`config.mk`:
```
export PLATFORM = sky130hd
export DESIGN_NAME = host_bus_ctrl
export DESIGN_NICKNAME = d
export VERILOG_FILES = /design/src/verilog/host_bus_pkg.sv /design/src/verilog/host_bus_ctrl.sv
export SDC_FILE = /design/constraint.sdc
export NUM_CORES = 1
export LEC_CHECK = 0
export BUFFER_PORTS_ARGS = -buffer_cell sky130_fd_sc_hd__buf_4
export CORE_UTILIZATION = 40
export CTS_CLUSTER_SIZE = 14
export DETAILED_ROUTE_END_ITERATION = 8
export GPL_TIMING_DRIVEN = 0
export PLACE_DENSITY = 0.64
export SLEW_MARGIN = 20
export SYNTH_ARGS = -nofsm -noshare
export SYNTH_HDL_FRONTEND = slang
export SYNTH_SLANG_ARGS = --single-unit
```
`constraint.sdc`:
```
create_clock -name pclk -period 2.9 [get_ports pclk]
set_input_delay 0.145 -clock pclk [delete_from_list [all_inputs] [get_ports pclk]]
set_output_delay 0.145 -clock pclk [all_outputs]
set_load 0.05 [all_outputs]
```
`src/verilog/host_bus_pkg.sv`:
```
`default_nettype none
package host_bus_pkg;
  typedef enum logic [2:0] {
    MODE_1,
    MODE_2,
    MODE_3,
    MODE_4,
    MODE_RESERVED
  } bus_mode_t;
  // Strap patterns: family, byte order, width variant
  localparam logic [2:0] STRAP_MODE4_LE = 3'h0;
  localparam logic [2:0] STRAP_MODE3_LE = 3'h1;
  localparam logic [2:0] STRAP_MODE4_BE = 3'h2;
  localparam logic [2:0] STRAP_RESERVED = 3'h3;
  localparam logic [2:0] STRAP_MODE2_LE = 3'h4;
  localparam logic [2:0] STRAP_MODE1_LE = 3'h5;
  localparam logic [2:0] STRAP_MODE2_BE = 3'h6;
  localparam logic [2:0] STRAP_MODE1_BE = 3'h7;
  // APB byte offsets
  localparam logic [7:0] DMA_MODE_OFS = 8'h00;
  localparam logic [7:0] DMA_CONTROL_OFS = 8'h04;
  localparam logic [7:0] CHIP_TEST_ZERO_OFS = 8'h08;
  localparam logic [7:0] PIN_CTRL_OFS = 8'h0C;
  localparam logic [7:0] CYCLE_CMD_OFS = 8'h10;
  localparam logic [7:0] STATUS_OFS = 8'h14;
  // Field positions
  localparam int FC2_BIT = 5;
  localparam int FC1_BIT = 4;
  localparam int PROG_DATA_BIT = 3;
  localparam int PREVIEW_MODE_BIT = 6;
  localparam int CACHE_LINE_MODE_BIT = 0;
  localparam int TYPE1_BIT = 1;
  localparam int SNOOP_LSB = 0;
  localparam int SNOOP_PLAIN_BIT = 2;
  localparam int LOCAL_MEM_BIT = 3;
  localparam int CMD_START_BIT = 0;
  localparam int CMD_WRITE_BIT = 1;
  localparam int CMD_BURST_BIT = 2;
  localparam int CMD_FETCH_BIT = 3;
  // Reset values
  localparam logic [7:0] DMA_MODE_RST = 8'h00;
  localparam logic [7:0] DMA_CONTROL_RST = 8'h00;
  localparam logic [7:0] CHIP_TEST_ZERO_RST = 8'h00;
  localparam logic [7:0] PIN_CTRL_RST = 8'h00;
  // Cycle counts
  localparam logic [1:0] LINE_LAST_BEAT = 2'h3;
  localparam logic [2:0] SLAVE_DONE_CYC = 3'h2;
endpackage : host_bus_pkg
`default_nettype wire

```
`src/verilog/host_bus_ctrl.sv`:
```
// Operation
// - Decode three mode straps into four bus modes; pattern 011 is reserved.
// - Modes 3 and 4 master: hold each transfer until ready input asserts.
// - Modes 3 and 4 slave: release data drive when ready input seen.
// - Modes 1 and 2 master: termination/acknowledge input completes transfer.
// - Modes 1 and 2: assert slave acknowledge when slave cycle done inside.
// - Modes 1 and 2: slave cycle ends only on termination or error input.
// - Modes 3 and 4: assert ready output at end of each slave cycle that is not illegal.
// - Drive direction line as master, sample it as slave.
// - Function code 2 from mode bit 5; control bit 6 makes pin preview input.
// - Function code 1 from mode bit 4 with bit 6 clear; code 0 via bit 3.
// - Snoop outputs from register bits while master, or plain always.
// - Master status low while master, driven except in test mode.
// - Op-code fetch output announces next request is an instruction fetch.
// - Modes 1 and 4: burst request for four-longword line; mode 4 needs cache bit.
// - Transfer type 1 from test register bit 1 while master.
// - Master: burst inhibit blocks bursts in modes 2-4; mode 1 needs burst ack.
// - Selected as slave: burst ack deasserted mode 1, inhibit asserted else.
// - Local memory output high for local, low far; zero after reset.
// - Test-in low: AND tree to test-out, pull-ups on, all outputs tristated.
// - Test-out driven only while test-in low.
// - Assert bus error output on an illegal slave access in every mode.
// - Master retry on error with ack (modes 2-4) or error with halt (mode 1).
//
// Local design decisions: register access over APB and the register offsets.
`timescale 1ns/10ps
`default_nettype none
module host_bus_ctrl (
  input wire logic pclk,
  input wire logic presetn,
  input wire logic psel,
  input wire logic penable,
  input wire logic pwrite,
  input wire logic [7:0] paddr,
  input wire logic [31:0] pwdata,
  output logic [31:0] prdata,
  output logic pready,
  output logic pslverr,
  input wire logic [2:0] bus_mode_select,
  input wire logic sync_cycle_termination_n,
  input wire logic halt_n,
  input wire logic chip_select_n,
  input wire logic slave_strobe_n,
  input wire logic slave_illegal,
  input wire logic conn_test_in_n,
  output logic conn_test_out,
  output logic conn_test_out_oe,
  output logic pullup_en,
  input wire logic bus_fault_n_in,
  output logic bus_fault_n_out,
  output logic bus_fault_n_oe,
  input wire logic line_burst_ack_n_in,
  output logic line_burst_ack_n_out,
  output logic line_burst_ack_n_oe,
  input wire logic read_write_in,
  output logic read_write_out,
  output logic read_write_oe,
  input wire logic func_code_2_or_preview_in,
  output logic func_code_2_or_preview_out,
  output logic func_code_2_or_preview_oe,
  output logic [1:0] func_code_low,
  output logic func_code_low_oe,
  output logic line_burst_request_n,
  output logic line_burst_request_oe,
  output logic [1:0] snoop_level,
  output logic snoop_oe,
  output logic master_status_n,
  output logic master_status_oe,
  output logic opcode_fetch_n,
  output logic opcode_fetch_oe,
  output logic local_memory_select,
  output logic local_memory_oe,
  output logic slave_cycle_done_n,
  output logic slave_cycle_done_oe,
  output logic slave_data_oe
);
  typedef enum logic [1:0] {M_IDLE, M_WAIT} mst_state_t;
  typedef enum logic [1:0] {S_IDLE, S_BUSY, S_ACK, S_HOLD} slv_state_t;

  function automatic host_bus_pkg::bus_mode_t decode_mode(
    input logic [2:0] strap);
    unique case (strap)
      host_bus_pkg::STRAP_MODE1_LE,
      host_bus_pkg::STRAP_MODE1_BE: decode_mode = host_bus_pkg::MODE_1;
      host_bus_pkg::STRAP_MODE2_LE,
      host_bus_pkg::STRAP_MODE2_BE: decode_mode = host_bus_pkg::MODE_2;
      host_bus_pkg::STRAP_MODE3_LE: decode_mode = host_bus_pkg::MODE_3;
      host_bus_pkg::STRAP_MODE4_LE,
      host_bus_pkg::STRAP_MODE4_BE: decode_mode = host_bus_pkg::MODE_4;
      default: decode_mode = host_bus_pkg::MODE_RESERVED;
    endcase
  endfunction : decode_mode

  function automatic logic is_68k(input host_bus_pkg::bus_mode_t m);
    is_68k = (m == host_bus_pkg::MODE_1) || (m == host_bus_pkg::MODE_2);
  endfunction : is_68k

  host_bus_pkg::bus_mode_t mode_reg;
  logic strap_done_reg;
  logic [7:0] dma_mode_reg;
  logic [7:0] dma_control_reg;
  logic [7:0] chip_test_zero_reg;
  logic [7:0] pin_ctrl_reg;
  logic start_reg, write_dir_reg, burst_reg, fetch_reg;
  logic ok_reg, fault_reg, retry_reg, burst_ok_reg, preview_reg;
  logic slave_write_reg, slave_bad_reg;
  logic [1:0] beat_reg;
  logic [2:0] slv_cnt_reg;
  mst_state_t mst_reg;
  slv_state_t slv_reg;
  logic test_mode, term, err, mst_on, apb_wr, apb_rd, cache_line, fam68k;
  logic [31:0] rd_data;
  logic rd_bad;

  assign test_mode = !conn_test_in_n;
  assign term = !sync_cycle_termination_n;
  assign err = !bus_fault_n_in;
  assign mst_on = (mst_reg == M_WAIT);
  assign fam68k = is_68k(mode_reg);
  assign cache_line = chip_test_zero_reg[host_bus_pkg::CACHE_LINE_MODE_BIT];
  // Writes land on the edge where the master samples pready
  assign apb_wr = psel && penable && pready && pwrite;
  assign apb_rd = psel && penable && !pready;

  // Straps are sampled once after reset release, never under the reset
  always_ff @(posedge pclk or negedge presetn) begin
    if (!presetn) begin
      mode_reg <= host_bus_pkg::MODE_RESERVED;
      strap_done_reg <= 1'b0;
    end else if (!strap_done_reg) begin
      mode_reg <= decode_mode(bus_mode_select);
      strap_done_reg <= 1'b1;
    end
  end

  always_ff @(posedge pclk or negedge presetn) begin
    if (!presetn) begin
      dma_mode_reg <= host_bus_pkg::DMA_MODE_RST;
      dma_control_reg <= host_bus_pkg::DMA_CONTROL_RST;
      chip_test_zero_reg <= host_bus_pkg::CHIP_TEST_ZERO_RST;
      pin_ctrl_reg <= host_bus_pkg::PIN_CTRL_RST;
    end else if (apb_wr) begin
      unique case (paddr)
        host_bus_pkg::DMA_MODE_OFS: dma_mode_reg <= pwdata[7:0];
        host_bus_pkg::DMA_CONTROL_OFS: dma_control_reg <= pwdata[7:0];
        host_bus_pkg::CHIP_TEST_ZERO_OFS: chip_test_zero_reg <= pwdata[7:0];
        host_bus_pkg::PIN_CTRL_OFS: pin_ctrl_reg <= pwdata[7:0];
        default: ;
      endcase
    end
  end

  always_comb begin
    rd_data = 32'h0000_0000;
    rd_bad = 1'b0;
    unique case (paddr)
      host_bus_pkg::DMA_MODE_OFS: rd_data[7:0] = dma_mode_reg;
      host_bus_pkg::DMA_CONTROL_OFS: rd_data[7:0] = dma_control_reg;
      host_bus_pkg::CHIP_TEST_ZERO_OFS: rd_data[7:0] = chip_test_zero_reg;
      host_bus_pkg::PIN_CTRL_OFS: rd_data[7:0] = pin_ctrl_reg;
      host_bus_pkg::CYCLE_CMD_OFS:
        rd_data[3:0] = {fetch_reg, burst_reg, write_dir_reg, start_reg};
      host_bus_pkg::STATUS_OFS:
        rd_data[12:0] = {test_mode, slave_bad_reg, slave_write_reg,
                         (slv_reg != S_IDLE), preview_reg, burst_ok_reg,
                         retry_reg, fault_reg, ok_reg, mst_on, mode_reg};
      default: rd_bad = 1'b1;
    endcase
  end

  // One wait state so read data comes from a flop
  always_ff @(posedge pclk or negedge presetn) begin
    if (!presetn) begin
      pready <= 1'b0;
      prdata <= 32'h0000_0000;
      pslverr <= 1'b0;
    end else begin
      pready <= apb_rd;
      prdata <= apb_rd ? rd_data : 32'h0000_0000;
      pslverr <= apb_rd && rd_bad;
    end
  end

  // Command bits; a new start during a cycle waits for idle
  always_ff @(posedge pclk or negedge presetn) begin
    if (!presetn) begin
      start_reg <= 1'b0;
      write_dir_reg <= 1'b0;
      burst_reg <= 1'b0;
      fetch_reg <= 1'b0;
    end else if (apb_wr && paddr == host_bus_pkg::CYCLE_CMD_OFS) begin
      start_reg <= pwdata[host_bus_pkg::CMD_START_BIT];
      write_dir_reg <= pwdata[host_bus_pkg::CMD_WRITE_BIT];
      burst_reg <= pwdata[host_bus_pkg::CMD_BURST_BIT];
      fetch_reg <= pwdata[host_bus_pkg::CMD_FETCH_BIT];
    end else if (mst_reg == M_IDLE && start_reg && !test_mode &&
                 mode_reg != host_bus_pkg::MODE_RESERVED) begin
      start_reg <= 1'b0;
    end else if (mst_on && term && !err) begin
      fetch_reg <= 1'b0;
    end
  end

  // Master cycle: wait for termination, retry or fault
  always_ff @(posedge pclk or negedge presetn) begin
    if (!presetn) begin
      mst_reg <= M_IDLE;
      beat_reg <= 2'h0;
      ok_reg <= 1'b0;
      fault_reg <= 1'b0;
      retry_reg <= 1'b0;
      burst_ok_reg <= 1'b0;
    end else begin
      unique case (mst_reg)
        M_IDLE: begin
          if (start_reg && !test_mode &&
              mode_reg != host_bus_pkg::MODE_RESERVED) begin
            mst_reg <= M_WAIT;
            beat_reg <= 2'h0;
            ok_reg <= 1'b0;
            fault_reg <= 1'b0;
            retry_reg <= 1'b0;
            burst_ok_reg <= 1'b0;
          end
        end
        M_WAIT: begin
          if (err && (mode_reg == host_bus_pkg::MODE_1 ? !halt_n : term)) begin
            retry_reg <= 1'b1;
            beat_reg <= 2'h0;
          end else if (err) begin
            fault_reg <= 1'b1;
            mst_reg <= M_IDLE;
          end else if (term) begin
            if (burst_reg && (mode_reg == host_bus_pkg::MODE_1 ?
                !line_burst_ack_n_in : line_burst_ack_n_in) &&
                beat_reg != host_bus_pkg::LINE_LAST_BEAT) begin
              beat_reg <= beat_reg + 2'h1;
              burst_ok_reg <= 1'b1;
            end else begin
              ok_reg <= 1'b1;
              mst_reg <= M_IDLE;
            end
          end
        end
        default: mst_reg <= M_IDLE;
      endcase
    end
  end

  // Slave cycle seen from the host side
  always_ff @(posedge pclk or negedge presetn) begin
    if (!presetn) begin
      slv_reg <= S_IDLE;
      slv_cnt_reg <= 3'h0;
      slave_write_reg <= 1'b0;
      slave_bad_reg <= 1'b0;
    end else begin
      unique case (slv_reg)
        S_IDLE: begin
          if (!chip_select_n && !slave_strobe_n && !test_mode && !mst_on) begin
            slv_reg <= S_BUSY;
            slv_cnt_reg <= 3'h0;
            slave_write_reg <= !read_write_in;
            slave_bad_reg <= slave_illegal;
          end
        end
        S_BUSY: begin
          slv_cnt_reg <= slv_cnt_reg + 3'h1;
          if (slv_cnt_reg == host_bus_pkg::SLAVE_DONE_CYC - 3'h1) begin
            slv_reg <= S_ACK;
          end
        end
        S_ACK: begin
          if (!fam68k) begin
            slv_reg <= S_HOLD;
          end else if (term || err) begin
            slv_reg <= S_IDLE;
          end
        end
        S_HOLD: begin
          if (!sync_cycle_termination_n) begin
            slv_reg <= S_IDLE;
          end
        end
      endcase
    end
  end

  // Pin drivers; test mode floats them all
  always_ff @(posedge pclk or negedge presetn) begin
    if (!presetn) begin
      read_write_out <= 1'b1;
      read_write_oe <= 1'b0;
      func_code_2_or_preview_out <= 1'b0;
      func_code_2_or_preview_oe <= 1'b0;
      func_code_low <= 2'h0;
      func_code_low_oe <= 1'b0;
      line_burst_request_n <= 1'b1;
      line_burst_request_oe <= 1'b0;
      preview_reg <= 1'b0;
    end else begin
      read_write_out <= !write_dir_reg;
      read_write_oe <= mst_on && !test_mode;
      // Pin becomes the address preview input when bit 6 is set
      func_code_2_or_preview_out <= dma_mode_reg[host_bus_pkg::FC2_BIT];
      func_code_2_or_preview_oe <= mst_on && !test_mode &&
        !dma_control_reg[host_bus_pkg::PREVIEW_MODE_BIT];
      preview_reg <= dma_control_reg[host_bus_pkg::PREVIEW_MODE_BIT] &&
        !func_code_2_or_preview_in;
      func_code_low[1] <= dma_mode_reg[host_bus_pkg::FC1_BIT] &&
        !dma_control_reg[host_bus_pkg::PREVIEW_MODE_BIT];
      func_code_low[0] <= dma_mode_reg[host_bus_pkg::PROG_DATA_BIT] &&
        fetch_reg;
      func_code_low_oe <= mst_on && !test_mode;
      // Mode 4 without cache-line mode keeps the pin as transfer type 1
      if (mode_reg == host_bus_pkg::MODE_1 ||
          (mode_reg == host_bus_pkg::MODE_4 && cache_line)) begin
        line_burst_request_n <= !burst_reg;
      end else begin
        line_burst_request_n <=
          !chip_test_zero_reg[host_bus_pkg::TYPE1_BIT];
      end
      line_burst_request_oe <= mst_on && !test_mode;
    end
  end

  always_ff @(posedge pclk or negedge presetn) begin
    if (!presetn) begin
      snoop_level <= 2'h0;
      snoop_oe <= 1'b0;
      master_status_n <= 1'b1;
      master_status_oe <= 1'b0;
      opcode_fetch_n <= 1'b1;
      opcode_fetch_oe <= 1'b0;
      local_memory_select <= 1'b0;
      local_memory_oe <= 1'b0;
    end else begin
      snoop_level <= pin_ctrl_reg[host_bus_pkg::SNOOP_LSB +: 2];
      snoop_oe <= !test_mode && (mst_on ||
        pin_ctrl_reg[host_bus_pkg::SNOOP_PLAIN_BIT]);
      master_status_n <= !mst_on;
      master_status_oe <= !test_mode;
      opcode_fetch_n <= !fetch_reg;
      opcode_fetch_oe <= !test_mode;
      local_memory_select <= pin_ctrl_reg[host_bus_pkg::LOCAL_MEM_BIT];
      local_memory_oe <= !test_mode;
    end
  end

  always_ff @(posedge pclk or negedge presetn) begin
    if (!presetn) begin
      slave_cycle_done_n <= 1'b1;
      slave_cycle_done_oe <= 1'b0;
      slave_data_oe <= 1'b0;
      bus_fault_n_out <= 1'b1;
      bus_fault_n_oe <= 1'b0;
      line_burst_ack_n_out <= 1'b1;
      line_burst_ack_n_oe <= 1'b0;
    end else begin
      // Same pin acknowledges in modes 1-2 and signals ready in 3-4
      slave_cycle_done_n <= !(slv_reg == S_ACK && !slave_bad_reg);
      slave_cycle_done_oe <= !test_mode;
      slave_data_oe <= !test_mode && !slave_write_reg &&
        (slv_reg == S_ACK || slv_reg == S_HOLD);
      bus_fault_n_out <= !(slv_reg == S_ACK && slave_bad_reg);
      bus_fault_n_oe <= !test_mode && slv_reg == S_ACK && slave_bad_reg;
      line_burst_ack_n_out <= (mode_reg == host_bus_pkg::MODE_1);
      line_burst_ack_n_oe <= !test_mode && !chip_select_n && !mst_on;
    end
  end

  // Board connectivity tree over every non-SCSI input
  always_ff @(posedge pclk or negedge presetn) begin
    if (!presetn) begin
      conn_test_out <= 1'b0;
      conn_test_out_oe <= 1'b0;
      pullup_en <= 1'b0;
    end else begin
      conn_test_out <= &{psel, penable, pwrite, paddr, pwdata,
        bus_mode_select, sync_cycle_termination_n, halt_n, chip_select_n,
        slave_strobe_n, slave_illegal, bus_fault_n_in, line_burst_ack_n_in,
        read_write_in, func_code_2_or_preview_in};
      conn_test_out_oe <= test_mode;
      pullup_en <= test_mode;
    end
  end
endmodule : host_bus_ctrl
`default_nettype wire

```
==> run summary <==
The startpoint identified for the worst hold timing path is bus_mode_select[0]. The path with the worst hold slack has its endpoint at mode_reg[0]. The register ranked first by flip-flop count is prdata. The number of antenna diodes in the final layout is 0. The tree is rooted in a clkbuf_8. Detailed placement ended at an HPWL of 7480 um. The run gives 0.00557 mm2 as the final non-filler cell area. Summed over all layers, the global routing overflow is 0. Summing the sequential cell areas from Yosys gives 53.6% of the chip area. Once routing completed, OpenROAD measured the worst setup slack at 872 ps. After synthesis, the share of flip-flops with an asynchronous set or reset is 100%. After synthesis the cells add up to 0.00431 mm2. In this run the post-CTS setup repair buffer count came out at 0.

The number of placed I/O pins was 120; the hold violation total from the final report was 0. Entering global routing, the biggest net connects 93 pins. Across all register-to-register paths, the minimum setup slack is 870 ps. In the routed layout, each cell is associated on average with a via count of 5.03. Counting flops with a built-in enable in the synthesized netlist gives 0. For the final routed database, the setup TNS stands at 0 ps. The number of global-route vias before repair was 3,131. The tools report the endpoint kind of the worst setup timing path as a flop. After detailed routing, the average wire length per cell comes to 16.0 um. Measured against its own limit, the worst slew margin works out to 46.0%.

The layout has 938 filler cells. The most used flip-flop cell after synthesis is dfrtp_1. The run gives 0 as the remaining design rule violation count.

The logs give 493 MHz for the highest achievable clock rate and 0 for the warning count from the yosys run. For this configuration, the core starts out at a cell density of 41.6%. The tools report the startpoint type of the worst setup path as a flop.

In this run the tool buffered the top-level ports with 98 buffer cells. The net count of the finished layout is 552. Worst min-delay path category: primary input to flop. For the placeable core region, the log shows 0.0104 mm2. CTS built an H-tree with a depth of 3. For the worst-skew pair, the clock arrives at the later sink with an insertion delay of 360 ps.

For the finished layout, the period the worst path requires is 2030 ps. The tools report the reg-to-reg endpoint as beat_reg[0]. The first detailed-routing pass ran for 4 iterations. The signal arrival time at the worst endpoint is 2280 ps. Setup repair after global routing left no endpoint under its margin. Power spread over the standard cell area amounts to 539 mW/mm2. Clock skew on the completed layout was measured at 5.70 ps.

The logs give 0 for the post-detailed-route count of antenna-violating nets and 3150 ps for the data required time at the worst endpoint. Number of clock buffers inserted by TritonCTS: 9. Prior to clock tree synthesis, the placed netlist has a worst setup slack of 681 ps. The number of design-rule violations left by the first detailed-router iteration is 146, and the routability congestion estimate from global placement is 0.851. The relative area change from synthesis to final layout is 29.0%, and the mean area per synthesized cell is 12.0 um2. The tools report the worst-case clock buffer depth as 2. IR analysis of the VDD net gives a maximum drop of 0.267 mV. The startpoint identified for the worst register-to-register timing path is mode_reg[0]. The synthesized netlist contains 54 unique library cells.

The initial antenna violation count is 0. The routed via count was 3,181. TritonCTS built the clock tree. The total setup violations reported at the end of the flow was 0.

The run gives 0 as the number of pins exceeding their max-slew limit in the final report. The clock net in this run drives a total of 92 sinks. The run gives 19.2% as the total routing usage reported by global routing. Clock-pin slew was measured on the worst setup and hold paths at 90 ps. On the final layout, the worst hold slack is 21.5 ps. The length in cells of the worst reg-to-reg path was 5.

The number of maximum-capacitance violations was 0. The slew at the pin closest to its max-slew limit came out at 810 ps. In this run the worst path has a maximum fanout of 9.

In this run the static leakage power is 2.72 nW. The vertical extent of the die was 106 um. The floorplan has 37 rows. Counting instances, the worst hold path has a depth of 2.

The run gives 16,300 um as the first-pass GRT wire length. Synthesis produced 359 cells. The placed instances occupy a cell area of 0.00529 mm2. The period utilization came out at 69.9%. The floorplan die width is 106 um, and the layout cell share with drive strength beyond 1 is 42.5%. The number of synthesized register bits is 92. For this block, the routed nets add up to 10,100 um of wire. The critical path start-end classification was flop to flop. The register with the most flip-flops in the layout has 13 of them. The flow ran to the end, and the final reports show no timing, DRC or antenna violations. The die covers 0.0112 mm2.
final cells by class:
type / instances / area, um2 / share of cell area (%)
clock buffers: 10 / 138 / 2.47
inverters: 11 / 41.3 / 0.742
repair buffers: 103 / 790 / 14.2
multi-input cells: 235 / 1740 / 31.2
clock inverters: 6 / 86.3 / 1.55
well taps: 136 / 170 / 3.06
flip-flops and latches: 92 / 2310 / 41.5
plain buffers: 39 / 290 / 5.22
worst max path at each step:
stage | from | endpoint | slack (ps) | cells after the start
floorplan | pready | dma_mode_reg[0] | 960 | 5
global placement | paddr[3] | dma_control_reg[1] | 760 | 6
detailed placement | paddr[3] | dma_control_reg[3] | 680 | 6
CTS | mode_reg[0] | beat_reg[0] | 870 | 5
global route | mode_reg[0] | beat_reg[0] | 810 | 5
finish | mode_reg[0] | beat_reg[0] | 870 | 5
report_power, final:
part / switching [W] / total (W) / leakage [nW] / internal [W]
clock network: 0.000455 / 0.000964 / 0.113 / 0.000509
logic: 0.000376 / 0.000623 / 1.40 / 0.000246
registers: 0.0000473 / 0.00141 / 1.21 / 0.00137
total: 0.000878 / 0.00300 / 2.72 / 0.00212
repair_timing:
action | in CTS | in global routing
hold buffers | 4 | 1
endpoints found under the setup margin | 0 | 0
endpoints found under the hold margin | 5 | 84
gates resized for setup | 0 | 0
through the flow:
step	util (%)	power (W)	std cells
after CTS	53.5	0.00303	631
after floorplan	-	0.00185	377
after global placement	51.0	0.00204	611
after detailed placement	51.0	0.00206	611
final	53.7	0.00300	632
after global routing	53.7	0.00315	632
kinds of logic after synthesis:
logic type	count (synthesis)	synth area share, %
adder cells (fa/ha/maj)	3	0.870
multiplexers	50	14.3
AND/OR/NAND/NOR	110	14.8
buffers and inverters	50	7.69
other	2	0.174
AO/OA/AOI/OAI	52	8.56
flip-flops	92	53.6
placed cells by master (no fill, tap or decap), types with 3 or more instances in the layout:
cell / synthesis / layout
buf_4: 26 / 123
dfrtp_1: 84 / 84
mux2_2: 40 / 40
nand2_1: 21 / 21
nor2_1: 20 / 20
conb_1: 2 / 20
o21ai_0: 17 / 17
nand4_1: 15 / 15
nand3_1: 10 / 10
inv_1: 10 / 10
clkbuf_8: 0 / 10
a21oi_1: 8 / 8
dfstp_2: 8 / 8
and2_1: 6 / 6
nand2b_1: 6 / 6
mux2i_1: 5 / 5
buf_6: 4 / 5
nor3b_1: 5 / 5
a22o_1: 5 / 5
dlygate4sd3_1: 0 / 5
clkbuf_1: 4 / 4
nor3_1: 4 / 4
buf_2: 4 / 4
mux4_2: 4 / 4
o31ai_1: 4 / 4
and3b_1: 3 / 3
nor2b_1: 3 / 3
nor4_1: 3 / 3
ha_1: 3 / 3
Yosys cell counts (3+ instances only):
master    instances  share of area (%)
dfrtp_1          84                 49
mux2_2           40                 10
buf_4            26                4.5
nand2_1          21                1.8
nor2_1           20                1.7
o21ai_0          17                2.0
nand4_1          15                2.2
inv_1            10               0.87
nand3_1          10                1.2
a21oi_1           8               0.93
dfstp_2           8                4.9
and2_1            6               0.87
nand2b_1          6               0.87
a22o_1            5                1.0
mux2i_1           5                1.2
nor3b_1           5               0.87
buf_2             4               0.46
buf_6             4                1.0
clkbuf_1          4               0.35
mux4_2            4                2.1
nor3_1            4               0.46
o31ai_1           4               0.70
and3b_1           3               0.61
ha_1              3               0.87
nor2b_1           3               0.44
nor4_1            3               0.44
critical path: stages (launching register included):
cell       delay (ps)
dfrtp_1           390
buf_6             140
or4_4             530
a2111oi_4         470
o31ai_1           150
a22o_1            250
routing by layer:
metal  vias to the layer above  share of wire [%]  GRT usage [%]  routed length (um)
li1                       1506                  -              -                   -
met1                      1551                 44           25.6                4500
met2                       108                 48           31.4                4860
met3                        16                5.8           3.22                 589
met4                         0                1.9           7.34                 192
met5                         -                  0              0                   0
No activity file was read; power rests on OpenSTA's default activity.
